[config.mk]
export PLATFORM = sky130hd
export DESIGN_NAME = sixteen_bit_timer_counter
export DESIGN_NICKNAME = d
export VERILOG_FILES = /design/src/rtl/sixteen_bit_timer_counter.v
export VERILOG_INCLUDE_DIRS = /design/src /design/src/rtl
export SDC_FILE = /design/constraint.sdc
export NUM_CORES = 1
export LEC_CHECK = 0
export BUFFER_PORTS_ARGS = -buffer_cell sky130_fd_sc_hd__buf_4
export CAP_MARGIN = 10
export CORE_MARGIN = 1
export CORE_UTILIZATION = 29
export DETAILED_ROUTE_END_ITERATION = 16
export PLACE_DENSITY = 0.52
export SLEW_MARGIN = 5
export SYNTH_ARGS = -nofsm -noshare
export SYNTH_HDL_FRONTEND = slang
export SYNTH_SLANG_ARGS = --single-unit
[constraint.sdc]
create_clock -name clk_sys -period 2.8 [get_ports clk_sys]
set_clock_uncertainty 0.2 [all_clocks]
set_input_delay 0.56 -clock clk_sys [delete_from_list [all_inputs] [get_ports clk_sys]]
set_output_delay 0.56 -clock clk_sys [all_outputs]
set_load 0.1 [all_outputs]
[src/rtl/timer_counter_regs.vh]
// Register offsets, field positions and reset values of the 16-bit timer/counter
`ifndef TIMER_COUNTER_REGS_VH
`define TIMER_COUNTER_REGS_VH
// ****************************************
// Register offsets
// ****************************************
`define ADDR_COUNT_LOW 4'h0
`define ADDR_COUNT_HIGH 4'h1
`define ADDR_TIMER_CONTROL 4'h2
`define ADDR_PERIPH_FLAG 4'h3
`define ADDR_PERIPH_ENABLE 4'h4
`define ADDR_OSC_CONTROL 4'h5
`define ADDR_PORT_C_DIR 4'h6
`define ADDR_COMPARE_LOW 4'h7
`define ADDR_COMPARE_HIGH 4'h8
`define ADDR_COMPARE_MODE 4'h9
// ****************************************
// Timer control fields
// ****************************************
`define TCON_RUN 0
`define TCON_SRC 1
`define TCON_SYNC_BYPASS 2
`define TCON_OSC_EN 3
`define TCON_PS_LO 4
`define TCON_PS_HI 5
`define TCON_CLK_ACTIVE 6
`define TCON_WIDE 7
// ****************************************
// Other fields and values
// ****************************************
`define FLAG_OVERFLOW 0
`define ENABLE_OVERFLOW 0
`define OSC_IDLE_ON_SLEEP 7
`define SCS_LOW_POWER 2'h1
`define CMP_MODE_TRIGGER 4'hB
`define COUNT_MAX 16'hFFFF
`define COUNT_ZERO 16'h0000
`define BYTE_ZERO 8'h00
`define PS_ZERO 3'h0
`define PS_DIV1 2'h0
`define PS_DIV2 2'h1
`define PS_DIV4 2'h2
`define PS_MASK1 3'h0
`define PS_MASK2 3'h1
`define PS_MASK4 3'h3
`define PS_MASK8 3'h7
`define PS_ONE 3'h1
`define COUNT_ONE 16'h0001
`define DIR_INPUTS 2'h3
`endif

[src/rtl/sixteen_bit_timer_counter.v]
// 16-bit up-counting timer/counter with low-power oscillator control and compare reset
`timescale 1ns/1ps
`include "timer_counter_regs.vh"

module sixteen_bit_timer_counter
(
   // Clock and reset
   input wire clk_sys,
   input wire rst_n,
   // Register port
   input wire [3:0] reg_addr,
   input wire [7:0] reg_wdata,
   input wire reg_wr,
   input wire reg_rd,
   output reg [7:0] reg_rdata,
   // Pins: bit 0 external_count_input, bit 1 crystal_input_pin
   input wire [1:0] pin_in,
   output wire [1:0] pin_out,
   output wire [1:0] pin_oe,
   // Oscillator and system clock
   output wire osc_enable,
   input wire osc_fail,
   input wire sleep_cmd,
   input wire wake_event,
   output wire sys_clk_from_osc,
   output reg sec_idle,
   // Interrupt request
   output wire irq_request
);

   // ****************************************
   // Register storage
   // ****************************************
   reg [15:0] count;
   reg [7:0] high_buffer;
   reg [2:0] prescale_count;
   reg wide_access_enable;
   reg [1:0] input_prescale_select;
   reg low_power_osc_enable;
   reg external_sync_bypass;
   reg count_source_select;
   reg timer_run_enable;
   reg overflow_flag;
   reg overflow_irq_enable;
   reg idle_on_sleep_enable;
   reg [1:0] system_clock_select;
   reg [1:0] port_c_direction;
   reg [1:0] port_latch;
   reg [15:0] compare_value_pair;
   reg [3:0] compare_mode_field;
   reg osc_failed;
   // Pin synchronisers; stage one feeds only stage two
   reg [1:0] pin_meta;
   reg [1:0] pin_sync;
   reg [1:0] pin_prev;

   wire [7:0] timer_control_reg;
   wire secondary_clock_active_flag;
   wire async_mode;
   wire src_edge;
   wire count_event;
   wire ps_tick;
   wire do_count;
   wire trigger_reset;
   wire write_low;
   wire write_high;
   wire [15:0] next_count_inc;

   // ****************************************
   // Helper functions
   // ****************************************
   function [2:0] ps_mask;
      input [1:0] sel;
      begin
         case (sel)
            `PS_DIV1: ps_mask = `PS_MASK1;
            `PS_DIV2: ps_mask = `PS_MASK2;
            `PS_DIV4: ps_mask = `PS_MASK4;
            default: ps_mask = `PS_MASK8;
         endcase
      end
   endfunction
   function hit;
      input [3:0] addr;
      input [3:0] target;
      begin
         hit = (addr == target);
      end
   endfunction

   // ****************************************
   // Pin synchronisation
   // ****************************************
   always @(posedge clk_sys)
   begin
      if (!rst_n)
      begin
         pin_meta <= 2'h0;
         pin_sync <= 2'h0;
         pin_prev <= 2'h0;
      end
      else
      begin
         pin_meta <= pin_in;
         pin_sync <= pin_meta;
         pin_prev <= pin_sync;
      end
   end

   // ****************************************
   // Count clock selection
   // ****************************************
   // One clock only, so the unsynchronized mode still samples through the
   // synchroniser; it differs only in refusing trigger resets.
   assign async_mode = count_source_select & external_sync_bypass;
   assign src_edge = low_power_osc_enable ? (pin_sync[1] & ~pin_prev[1]) :
                     (pin_sync[0] & ~pin_prev[0]);
   assign count_event = count_source_select ? src_edge : 1'b1;
   assign ps_tick = count_event &
                    (prescale_count == ps_mask(input_prescale_select));
   assign do_count = timer_run_enable & ps_tick;
   assign next_count_inc = count + `COUNT_ONE;
   // Compare match resets the count; refused in async mode
   assign trigger_reset = (compare_mode_field == `CMP_MODE_TRIGGER) &
                          (count == compare_value_pair) &
                          timer_run_enable & ~async_mode;
   assign write_low = reg_wr & hit(reg_addr, `ADDR_COUNT_LOW);
   assign write_high = reg_wr & hit(reg_addr, `ADDR_COUNT_HIGH);

   // ****************************************
   // Count, buffer and prescaler
   // ****************************************
   always @(posedge clk_sys)
   begin
      if (!rst_n)
      begin
         count <= `COUNT_ZERO;
         high_buffer <= `BYTE_ZERO;
         prescale_count <= `PS_ZERO;
      end
      else
      begin
         if (write_low)
         begin
            prescale_count <= `PS_ZERO;
            if (wide_access_enable)
               count <= {high_buffer, reg_wdata};
            else
               count <= {count[15:8], reg_wdata};
         end
         else if (write_high)
         begin
            if (wide_access_enable)
               high_buffer <= reg_wdata;
            else
               count <= {reg_wdata, count[7:0]};
         end
         else if (trigger_reset)
            count <= `COUNT_ZERO;
         else if (do_count)
            count <= next_count_inc;
         if (!write_low && timer_run_enable && count_event)
         begin
            if (ps_tick)
               prescale_count <= `PS_ZERO;
            else
               prescale_count <= prescale_count + `PS_ONE;
         end
         if (reg_rd && hit(reg_addr, `ADDR_COUNT_LOW) && wide_access_enable)
            high_buffer <= count[15:8];
      end
   end

   // ****************************************
   // Overflow flag
   // ****************************************
   always @(posedge clk_sys)
   begin
      if (!rst_n)
         overflow_flag <= 1'b0;
      else if (do_count && !write_low && !write_high && !trigger_reset &&
               count == `COUNT_MAX)
         overflow_flag <= 1'b1;
      else if (reg_wr && hit(reg_addr, `ADDR_PERIPH_FLAG))
         overflow_flag <= reg_wdata[`FLAG_OVERFLOW];
   end

   assign irq_request = overflow_flag & overflow_irq_enable;

   // ****************************************
   // Control registers
   // ****************************************
   always @(posedge clk_sys)
   begin
      if (!rst_n)
      begin
         wide_access_enable <= 1'b0;
         input_prescale_select <= `PS_DIV1;
         low_power_osc_enable <= 1'b0;
         external_sync_bypass <= 1'b0;
         count_source_select <= 1'b0;
         timer_run_enable <= 1'b0;
         overflow_irq_enable <= 1'b0;
         idle_on_sleep_enable <= 1'b0;
         system_clock_select <= 2'h0;
         port_c_direction <= `DIR_INPUTS;
         port_latch <= 2'h0;
         compare_value_pair <= `COUNT_ZERO;
         compare_mode_field <= 4'h0;
      end
      else if (reg_wr)
      begin
         case (reg_addr)
            `ADDR_TIMER_CONTROL:
            begin
               wide_access_enable <= reg_wdata[`TCON_WIDE];
               input_prescale_select <= reg_wdata[`TCON_PS_HI:`TCON_PS_LO];
               low_power_osc_enable <= reg_wdata[`TCON_OSC_EN];
               external_sync_bypass <= reg_wdata[`TCON_SYNC_BYPASS];
               count_source_select <= reg_wdata[`TCON_SRC];
               timer_run_enable <= reg_wdata[`TCON_RUN];
            end
            `ADDR_PERIPH_ENABLE: overflow_irq_enable <= reg_wdata[`ENABLE_OVERFLOW];
            `ADDR_OSC_CONTROL:
            begin
               idle_on_sleep_enable <= reg_wdata[`OSC_IDLE_ON_SLEEP];
               system_clock_select <= reg_wdata[1:0];
            end
            `ADDR_PORT_C_DIR:
            begin
               port_c_direction <= reg_wdata[1:0];
               port_latch <= reg_wdata[5:4];
            end
            `ADDR_COMPARE_LOW: compare_value_pair[7:0] <= reg_wdata;
            `ADDR_COMPARE_HIGH: compare_value_pair[15:8] <= reg_wdata;
            `ADDR_COMPARE_MODE: compare_mode_field <= reg_wdata[3:0];
            default: ;
         endcase
      end
   end

   // ****************************************
   // System clock status and secondary idle
   // ****************************************
   // Fallback latches until software reselects the clock
   always @(posedge clk_sys)
   begin
      if (!rst_n)
         osc_failed <= 1'b0;
      else if (osc_fail)
         osc_failed <= 1'b1;
      else if (reg_wr && hit(reg_addr, `ADDR_OSC_CONTROL))
         osc_failed <= 1'b0;
   end

   assign osc_enable = low_power_osc_enable;
   assign sys_clk_from_osc = (system_clock_select == `SCS_LOW_POWER) &
                             low_power_osc_enable & ~osc_failed;
   assign secondary_clock_active_flag = sys_clk_from_osc;

   always @(posedge clk_sys)
   begin
      if (!rst_n)
         sec_idle <= 1'b0;
      else if (sleep_cmd && sys_clk_from_osc && !idle_on_sleep_enable)
         sec_idle <= 1'b1;
      else if (wake_event || !sys_clk_from_osc)
         sec_idle <= 1'b0;
   end

   // ****************************************
   // Pins
   // ****************************************
   // Port drivers are cut while the timer runs so the count input is never fought
   assign pin_oe = timer_run_enable ? 2'h0 : ~port_c_direction;
   assign pin_out = port_latch;

   // ****************************************
   // Read data
   // ****************************************
   assign timer_control_reg = {wide_access_enable, secondary_clock_active_flag,
                               input_prescale_select, low_power_osc_enable,
                               external_sync_bypass, count_source_select,
                               timer_run_enable};

   always @(posedge clk_sys)
   begin
      if (!rst_n || !reg_rd)
         reg_rdata <= `BYTE_ZERO;
      else
      begin
         case (reg_addr)
            `ADDR_COUNT_LOW: reg_rdata <= count[7:0];
            `ADDR_COUNT_HIGH: reg_rdata <= wide_access_enable ? high_buffer :
                                           count[15:8];
            `ADDR_TIMER_CONTROL: reg_rdata <= timer_control_reg;
            `ADDR_PERIPH_FLAG: reg_rdata <= {7'h00, overflow_flag};
            `ADDR_PERIPH_ENABLE: reg_rdata <= {7'h00, overflow_irq_enable};
            `ADDR_OSC_CONTROL: reg_rdata <= {idle_on_sleep_enable, 5'h00,
                                             system_clock_select};
            `ADDR_PORT_C_DIR: reg_rdata <= {2'h0, port_latch,
                                            timer_run_enable ? 2'h0 : pin_sync,
                                            port_c_direction};
            `ADDR_COMPARE_LOW: reg_rdata <= compare_value_pair[7:0];
            `ADDR_COMPARE_HIGH: reg_rdata <= compare_value_pair[15:8];
            `ADDR_COMPARE_MODE: reg_rdata <= {4'h0, compare_mode_field};
            default: reg_rdata <= `BYTE_ZERO;
         endcase
      end
   end

endmodule // sixteen_bit_timer_counter

Word level (Yosys, flattened, before mapping) --
Index checks and enable logic that the tools add are counted.
Word-level totals: bits in registers 79, latch bits 0, RAM bits 0, bits in read-only memories 0, input port bits 21, output and inout bits 16, memories 0
Operators by class: add/sub/neg operators 2, $mul 0, divide/modulo/power cells 0, magnitude comparators 0, equal/unequal tests 20, shifts and indexed selects 0, mux-type cells 26, bitwise logic cells 18, reduce and logical (&&, ||, !) cells 41
Operators by type and width (count):
- two-way mux 16 bit | 6
- case mux 8 bit (10 select lines) | 1
- two-way mux 8 bit | 5
- adder 16 x 1 -> 16 bit, second input constant | 1
- == test 16 bit | 1
- == test 16 bit, second input constant | 1
- == test 4 x 3 -> 1 bit, second input constant | 4
- AND reduction 2 bit | 8
- bitwise AND 1 bit | 13
- == test 4 bit, second input constant | 3
- logical AND 1 bit | 12
- nonzero test 2 bit | 6
- two-way mux 3 bit | 3
- case mux 3 bit (3 select lines) | 1
- == test 4 x 2 -> 1 bit, second input constant | 2
- two-way mux 1 bit | 8
- logical NOT 1 bit | 7
- AND reduction 3 bit | 2
- == test 2 x 1 -> 1 bit, second input constant | 2
- == test 4 x 1 -> 1 bit, second input constant | 1
- logical NOT 4 bit | 1
- two-way mux 2 bit | 2
- != test 2 bit, second input constant | 2
- NOT 1 bit | 4
- 10 further kinds | 11

Longest topological paths before layout --
Gate-level depths: netlist (run 1).
depth after elaboration 11, depth in mapped cells 9, depth with buffers taken out 8

Worst setup path before layout (run 1) --
Ideal clock, no wire load.
path type register to register, start reg low_power_osc_enable, in the netlist osc_enable, end reg reg_rdata[6], setup time 0.067 ns, arrival time 4.815 ns, data required time 2.533 ns, slack -2.282 ns, stages on the path, launching flop included 6, cell sequence dfxtp_1 -> nor4bb_1 -> a22oi_1 -> o32ai_1 -> a21oi_1 -> nor2_1
On the way: cells in the longest elaborated chain, start to end 3
Ends and longest elaborated chain:
- start, declared | line sixteen_bit_timer_counter.v:39 | reg low_power_osc_enable;
- start signal, assigned | line sixteen_bit_timer_counter.v:218 | low_power_osc_enable <= reg_wdata[`TCON_OSC_EN];
- bitwise AND 1 bit (2 in a row) | line sixteen_bit_timer_counter.v:257 | assign sys_clk_from_osc = (system_clock_select == `SCS_LOW_POWER) &
- named net sys_clk_from_osc | line sixteen_bit_timer_counter.v:25 | output wire sys_clk_from_osc,
- case mux 8 bit (10 select lines) | line sixteen_bit_timer_counter.v:292 | case (reg_addr)
- end signal, assigned | line sixteen_bit_timer_counter.v:293 | `ADDR_COUNT_LOW: reg_rdata <= count[7:0];
- end signal, assigned | line sixteen_bit_timer_counter.v:294 | `ADDR_COUNT_HIGH: reg_rdata <= wide_access_enable ? high_buffer :
- end signal, assigned | line sixteen_bit_timer_counter.v:296 | `ADDR_TIMER_CONTROL: reg_rdata <= timer_control_reg;
- end, declared | line sixteen_bit_timer_counter.v:15 | output reg [7:0] reg_rdata,
The timed path passes the listed nets, and every way through them passes these cells. A chain may end at the register's enable or synchronous reset.

Worst setup path in the final report (run 1) --
start reg count[0], end reg count[3]
On the way: cells in the longest elaborated chain, start to end 7, elaborated cells on any way between the ends 11
Ends and longest elaborated chain:
- start, declared | line sixteen_bit_timer_counter.v:34 | reg [15:0] count;
- start signal, assigned | line sixteen_bit_timer_counter.v:137 | count <= `COUNT_ZERO;
- start signal, assigned | line sixteen_bit_timer_counter.v:147 | count <= {high_buffer, reg_wdata};
- start signal, assigned | line sixteen_bit_timer_counter.v:149 | count <= {count[15:8], reg_wdata};
- parallel branches: the longest is 7 deep, another holds adder 16 x 1 -> 16 bit
Parallel ways; which one is timed is not known. The select of a mux whose other input is x is not followed.

==> flow_summary.yaml, run 1 <==
status:
  status: "completed"
placement:
  dp.cells: 727
  port_buffers: 36
  place_congestion: 0.887
  dp_hpwl_mm: 10.7
  dpl_cell_area_um2: 4850
layout:
  antenna_cells: 0
  synthToLayoutAreaGrowth_pct: 21.9
  ff_latch_area_um2: 1580
  fin_cells: 743
  drive_gt1_frac: 0.171
  final_cell_area_um2: 5160
  fillers: 1454
  fin_nets: 581
  multi_input_area_um2: 2470
route:
  drt_iter0_markers: 331
  vias: 4091
  first_pass_iters: 5
  post_drt_wl_per_cell_um: 20.0
  via_per_inst: 5.51
  ant_nets: 0
  post-route-drc-count: 0
  wirelength_mm: 14.9
synth:
  synthXorXnorAreaFrac: 0.0496
  synth_fa_ha_area_frac: 0.00591
  avgSynthCellArea_um2: 8.19
  synth_mux_area_frac: 0.0786
  synth_compound_area_frac: 0.209
  synth_top_cells_by_count: "79 x dfxtp_1, 62 x nor2_1, 50 x nand2_1, 37 x nand3_1, 35 x a21oi_1"
  synth_cell_types: 62
  yosys_warnings: 0
  syn_nets: 540
  synth_area_leaders: "dfxtp_1 37%, mux2i_1 7.3%, nor2_1 5.5%, nand2_1 4.4%, nand3_1 4.4%"
  postSynthCellCount: 517
  synth_top_family_by_area: "simple AND/OR/NAND/NOR gates"
  synth_top_cell_by_area: "dfxtp_1"
  ys_ff_latch: 79
  synth_top_area_share: 0.373
  postSynth.asyncResetShare: 0
  seq_area_frac_synth: 0.373
  synth_most_common_cell: "dfxtp_1"
  synth-main-ff-cell: "dfxtp_1"
  synth_edf_count: 0
  synthSimpleGateAreaFrac: 0.236
  syn_area_um2: 4240
global_route:
  grt_max_degree: 52
  antenna_found_initial: 0
  grt_pass1_wl_mm: 22.9
  grt_use_total: 0.208
  grt_pass1_vias: 3953
  grt.overflow.total: 0
floorplanning:
  start_util: 0.302
  die_area_um2: 15100
  rows: 43
  num_io_pins: 37
  core_area_um2: 14000
  die_y_um: 123
  die_x_um: 123
timing:
  tightest_slew_ps: 469
  final_max_slew_viol_count: 0
  setup_viol: 0
  min_period_over_period: 0.905
  relSlewSlack: 0.679
  finalHoldWorstSlack_ps: 218
  period_minus_slack_ps: 2530
  rsz0062_at_grt: "false"
  finalHoldViolations: 0
  max_freq_mhz: 395
  setup_tns_ps: 0
setup_path:
  worstRegToRegCells: 8
  cp-startpoint: "count[0]"
  crit_end: "count[3]"
  crit_type: "register to register"
  critPathMaxFanout: 12
  end_kind: "register"
  cp_data_arrival_time_ps: 2580
  r2r-start: "count[0]"
  r2r_slack_ps: 270
  r2r-end: "count[3]"
  start_kind: "register"
  critPathRequiredTime_ps: 2850
clock_network:
  clk_latency_ps: 350
  htreeDepth: 3
  cts_resized: 0
  numCtsBuffers: 9
  cts_tree: "built"
  cts_hold_buffers: 0
  cts_setup_buffers: 0
  root_buffer: "clkbuf_16"
  cts.sinks: 79
  cts_buffer_depth: 2
  clkTransAtPathRegs_ps: 60
pwr:
  p_leak_nw: 1.86
  power_density_nw_per_um2: 517
  ir_drop_mv: 0.328
flow_run:
  drv_cap: 0
worst_hold_path:
  min_path_type: "input port to register"
[critical path: stages, from the launching register on]
cell	delay, ps
dfxtp_1	540
xnor2_1	180
nand4_1	120
nor3_1	230
nand4_2	190
buf_4	210
a31oi_4	320
inv_1	160
o32ai_1	290
[stage by stage]
| step | total power, mW | setup slack, ps | util |
|---|---|---|---|
| after floorplan | 1.32 | 143 | - |
| after global placement | 1.42 | 114 | 0.345 |
| after detailed placement | 1.43 | 40.4 | 0.345 |
| after CTS | 2.69 | 283 | 0.368 |
| after global routing | 2.75 | 144 | 0.368 |
| final | 2.67 | 266 | 0.368 |
[state kept, by name, summed over array words and instances, names as in the netlist, 3 cells and up]
name                cells
reg_rdata               8
high_buffer             8
compare_value_pair     16
compare_mode_field      4
count                  16
prescale_count          3
[placed cells by master (no fill, tap or decap), types with 4 or more instances in the layout]
cell type / n
nand3_1: 37
dfxtp_1: 78
nand4_1: 6
inv_1: 8
a22oi_1: 15
xnor2_1: 17
a221oi_1: 6
nor3_1: 10
a21oi_1: 35
nand2_1: 50
a32o_1: 4
buf_4: 68
o21ai_0: 16
mux2i_1: 31
xor2_1: 7
a211oi_1: 11
o32ai_1: 6
and2_1: 10
clkbuf_16: 9
nor2_1: 62
and3_1: 7
[worst min-delay path by stage]
| stage | end | from | cells after the start |
|---|---|---|---|
| finish | pin_meta[0] | pin_in[0] | 2 |
| global route | pin_meta[1] | pin_in[1] | 2 |
| detailed placement | pin_sync[1] | pin_meta[1] | 1 |
| floorplan | pin_sync[0] | pin_meta[0] | 1 |
| global placement | pin_sync[0] | pin_meta[0] | 1 |
| CTS | pin_meta[0] | pin_in[0] | 2 |
[layout make-up]
class,count,area share
well taps,180,0.0436
repair buffers,69,0.103
flip-flops and latches,79,0.307
inverters,9,0.00654
clock inverters,5,0.0160
clock buffers,11,0.0451
multi-input cells,390,0.479
[layer usage]
| layer | vias to the layer above | track usage | part of all wire |
|---|---|---|---|
| li1 | 1953 | - | - |
| met1 | 1948 | 0.282 | 0.48 |
| met2 | 160 | 0.309 | 0.42 |
| met3 | 30 | 0.0599 | 0.069 |
| met4 | 0 | 0.0793 | 0.030 |
| met5 | - | 0 | 0 |
[power by group]
part	switching, mW	internal (mW)	leakage, nW
combinational	0.159	0.0853	1.06
clock	0.478	0.783	0.154
sequential	0.0206	1.14	0.640
total	0.657	2.01	1.86
[kinds of logic (layout without fill, tap and decap cells)]
group | count (synthesis) | count (layout)
fa+ha+maj | 2 | 2
simple gates | 205 | 205
buf+inv | 48 | 94
compound gates | 126 | 126
mux | 33 | 33
xor+xnor | 24 | 24
flops | 79 | 79
No activity file was read; power rests on OpenSTA's default activity.
==> run 2, diff against run 1 <==
==> constraint.sdc (replaced) <==
create_clock -name clk_sys -period 3.1 [get_ports clk_sys]
set_clock_uncertainty 0.2 [all_clocks]
set_input_delay 0.62 -clock clk_sys [delete_from_list [all_inputs] [get_ports clk_sys]]
set_output_delay 0.62 -clock clk_sys [all_outputs]
set_load 0.1 [all_outputs]
==> run 2 against run 1 <==
Hold slack better by 18 ps; setup slack improved by 170 ps; total power fell by 5.9%; register-to-register slack better by 170 ps; first-iteration DRC count up 2.4%; non-clock buffer count decreased by 12; sequential power is 9% lower; clock-buffer cell count shrank 1; global-route usage shrank 0.68 points; sequential share of layout area up 0.37 points; largest power group unchanged; highest routed layer unchanged.
==> flow_summary.yaml, run 2 (synthesis results as in run 1) <==
layout:
  fin_util: 0.363
  synthToLayoutAreaGrowth_pct: 20.3
  fillers: 1442
  fin_nets: 569
  antenna_cells: 0
  fin_cells: 731
  largestRegisters: "compare_value_pair x16, count x16"
  drive_gt1_frac: 0.154
  most-common-layout-cells: "79 x dfxtp_1, 62 x nor2_1, 57 x buf_4, 50 x nand2_1, 37 x nand3_1"
  final_cell_area_um2: 5100
  final_common_cell: "dfxtp_1"
clock_network:
  cts_hold_buffers: 0
  cts_buffer_depth: 2
  cts_resized: 0
  htreeDepth: 3
  cts_tree: "built"
  cts.sinks: 79
  numCtsBuffers: 9
  clk_latency_ps: 350
  cts_setup_buffers: 0
  clkTransAtPathRegs_ps: 60
  root_buffer: "clkbuf_16"
floorplanning:
  start_util: 0.302
  core_area_um2: 14000
  num_io_pins: 37
  die_area_um2: 15100
  die_x_um: 123
  rows: 43
  die_y_um: 123
route:
  vias: 4088
  post_drt_wl_per_cell_um: 19.5
  ant_nets: 0
  first_pass_iters: 5
  via_per_inst: 5.59
  drt_iter0_markers: 339
  wirelength_mm: 14.2
  post-route-drc-count: 0
placement:
  dp.cells: 715
  dpl_cell_area_um2: 4740
  port_buffers: 36
  dp_hpwl_mm: 10.2
  place_congestion: 0.932
worst_hold_path:
  min_path_type: "register to register"
timing:
  final_max_slew_viol_count: 0
  tightest_slew_ps: 612
  rsz0062_at_grt: "false"
  min_period_over_period: 0.860
  setup_tns_ps: 0
  max_freq_mhz: 375
  period_minus_slack_ps: 2660
  finalHoldViolations: 0
  setup_viol: 0
  relSlewSlack: 0.591
setup_path:
  start_kind: "register"
  end_kind: "register"
  cp_data_arrival_time_ps: 2700
  critPathRequiredTime_ps: 3140
  r2r_slack_ps: 440
  crit_type: "register to register"
  critPathMaxFanout: 13
pwr:
  ir_drop_mv: 0.233
  power_density_nw_per_um2: 493
  p_total_mw: 2.51
  p_leak_nw: 1.81
global_route:
  antenna_found_initial: 0
  busiest_layer: "met2"
  grt_max_degree: 52
  use_met1: 0.281
  grt_pass1_vias: 3806
  grt_pass1_wl_mm: 22.1
  grt_use_total: 0.201
  grt_util_met3: 0.0623
  grt.overflow.total: 0
  use_met2: 0.292
status:
  status: "completed"
flow_run:
  drv_cap: 0
## run 2: per-stage QoR
step | setup slack, ps | hold slack [ps]
floorplan | 77.0 | 212
global placement | 340 | 224
detailed placement | 276 | 223
CTS | 446 | 239
global route | 251 | 244
finish | 436 | 236
## run 2: path summary, 6_finish.rpt
| kind | startpoint | to | cells after the start |
|---|---|---|---|
| max reg2reg | compare_mode_field[0] | count[2] | 6 |
| min | pin_meta[0] | pin_sync[0] | 1 |
| min reg2reg | pin_meta[0] | pin_sync[0] | 1 |
| max | compare_mode_field[0] | count[2] | 6 |
## run 2: cell type report
type | instances | area [um2] | area share
Clock buffer | 10 | 239 | 0.0469
Clock inverter | 6 | 115 | 0.0226
Inverter | 9 | 33.8 | 0.00663
Multi-Input combinational cell | 390 | 2470 | 0.486
Sequential cell | 79 | 1580 | 0.310
Tap cell | 180 | 225 | 0.0442
Timing Repair Buffer | 57 | 428 | 0.0839
## run 2: where the power goes
group	internal (mW)	switching, mW	leakage [nW]
Combinational	0.0700	0.140	1.00
Clock	0.813	0.439	0.169
Sequential	1.03	0.0179	0.639
## run 2: layer usage
layer | share of wire | vias up
met5 | 0 | -
met1 | 0.47 | 1963
li1 | - | 1931
met2 | 0.43 | 175
met3 | 0.078 | 19
met4 | 0.017 | 0
## run 2: critical path, stage by stage (launching register included)
cell and delay (ps):
dfxtp_1 390, nand4b_1 160, nor4_1 450, nand4_2 340
and2_1 440, a32o_1 330, a32o_1 250
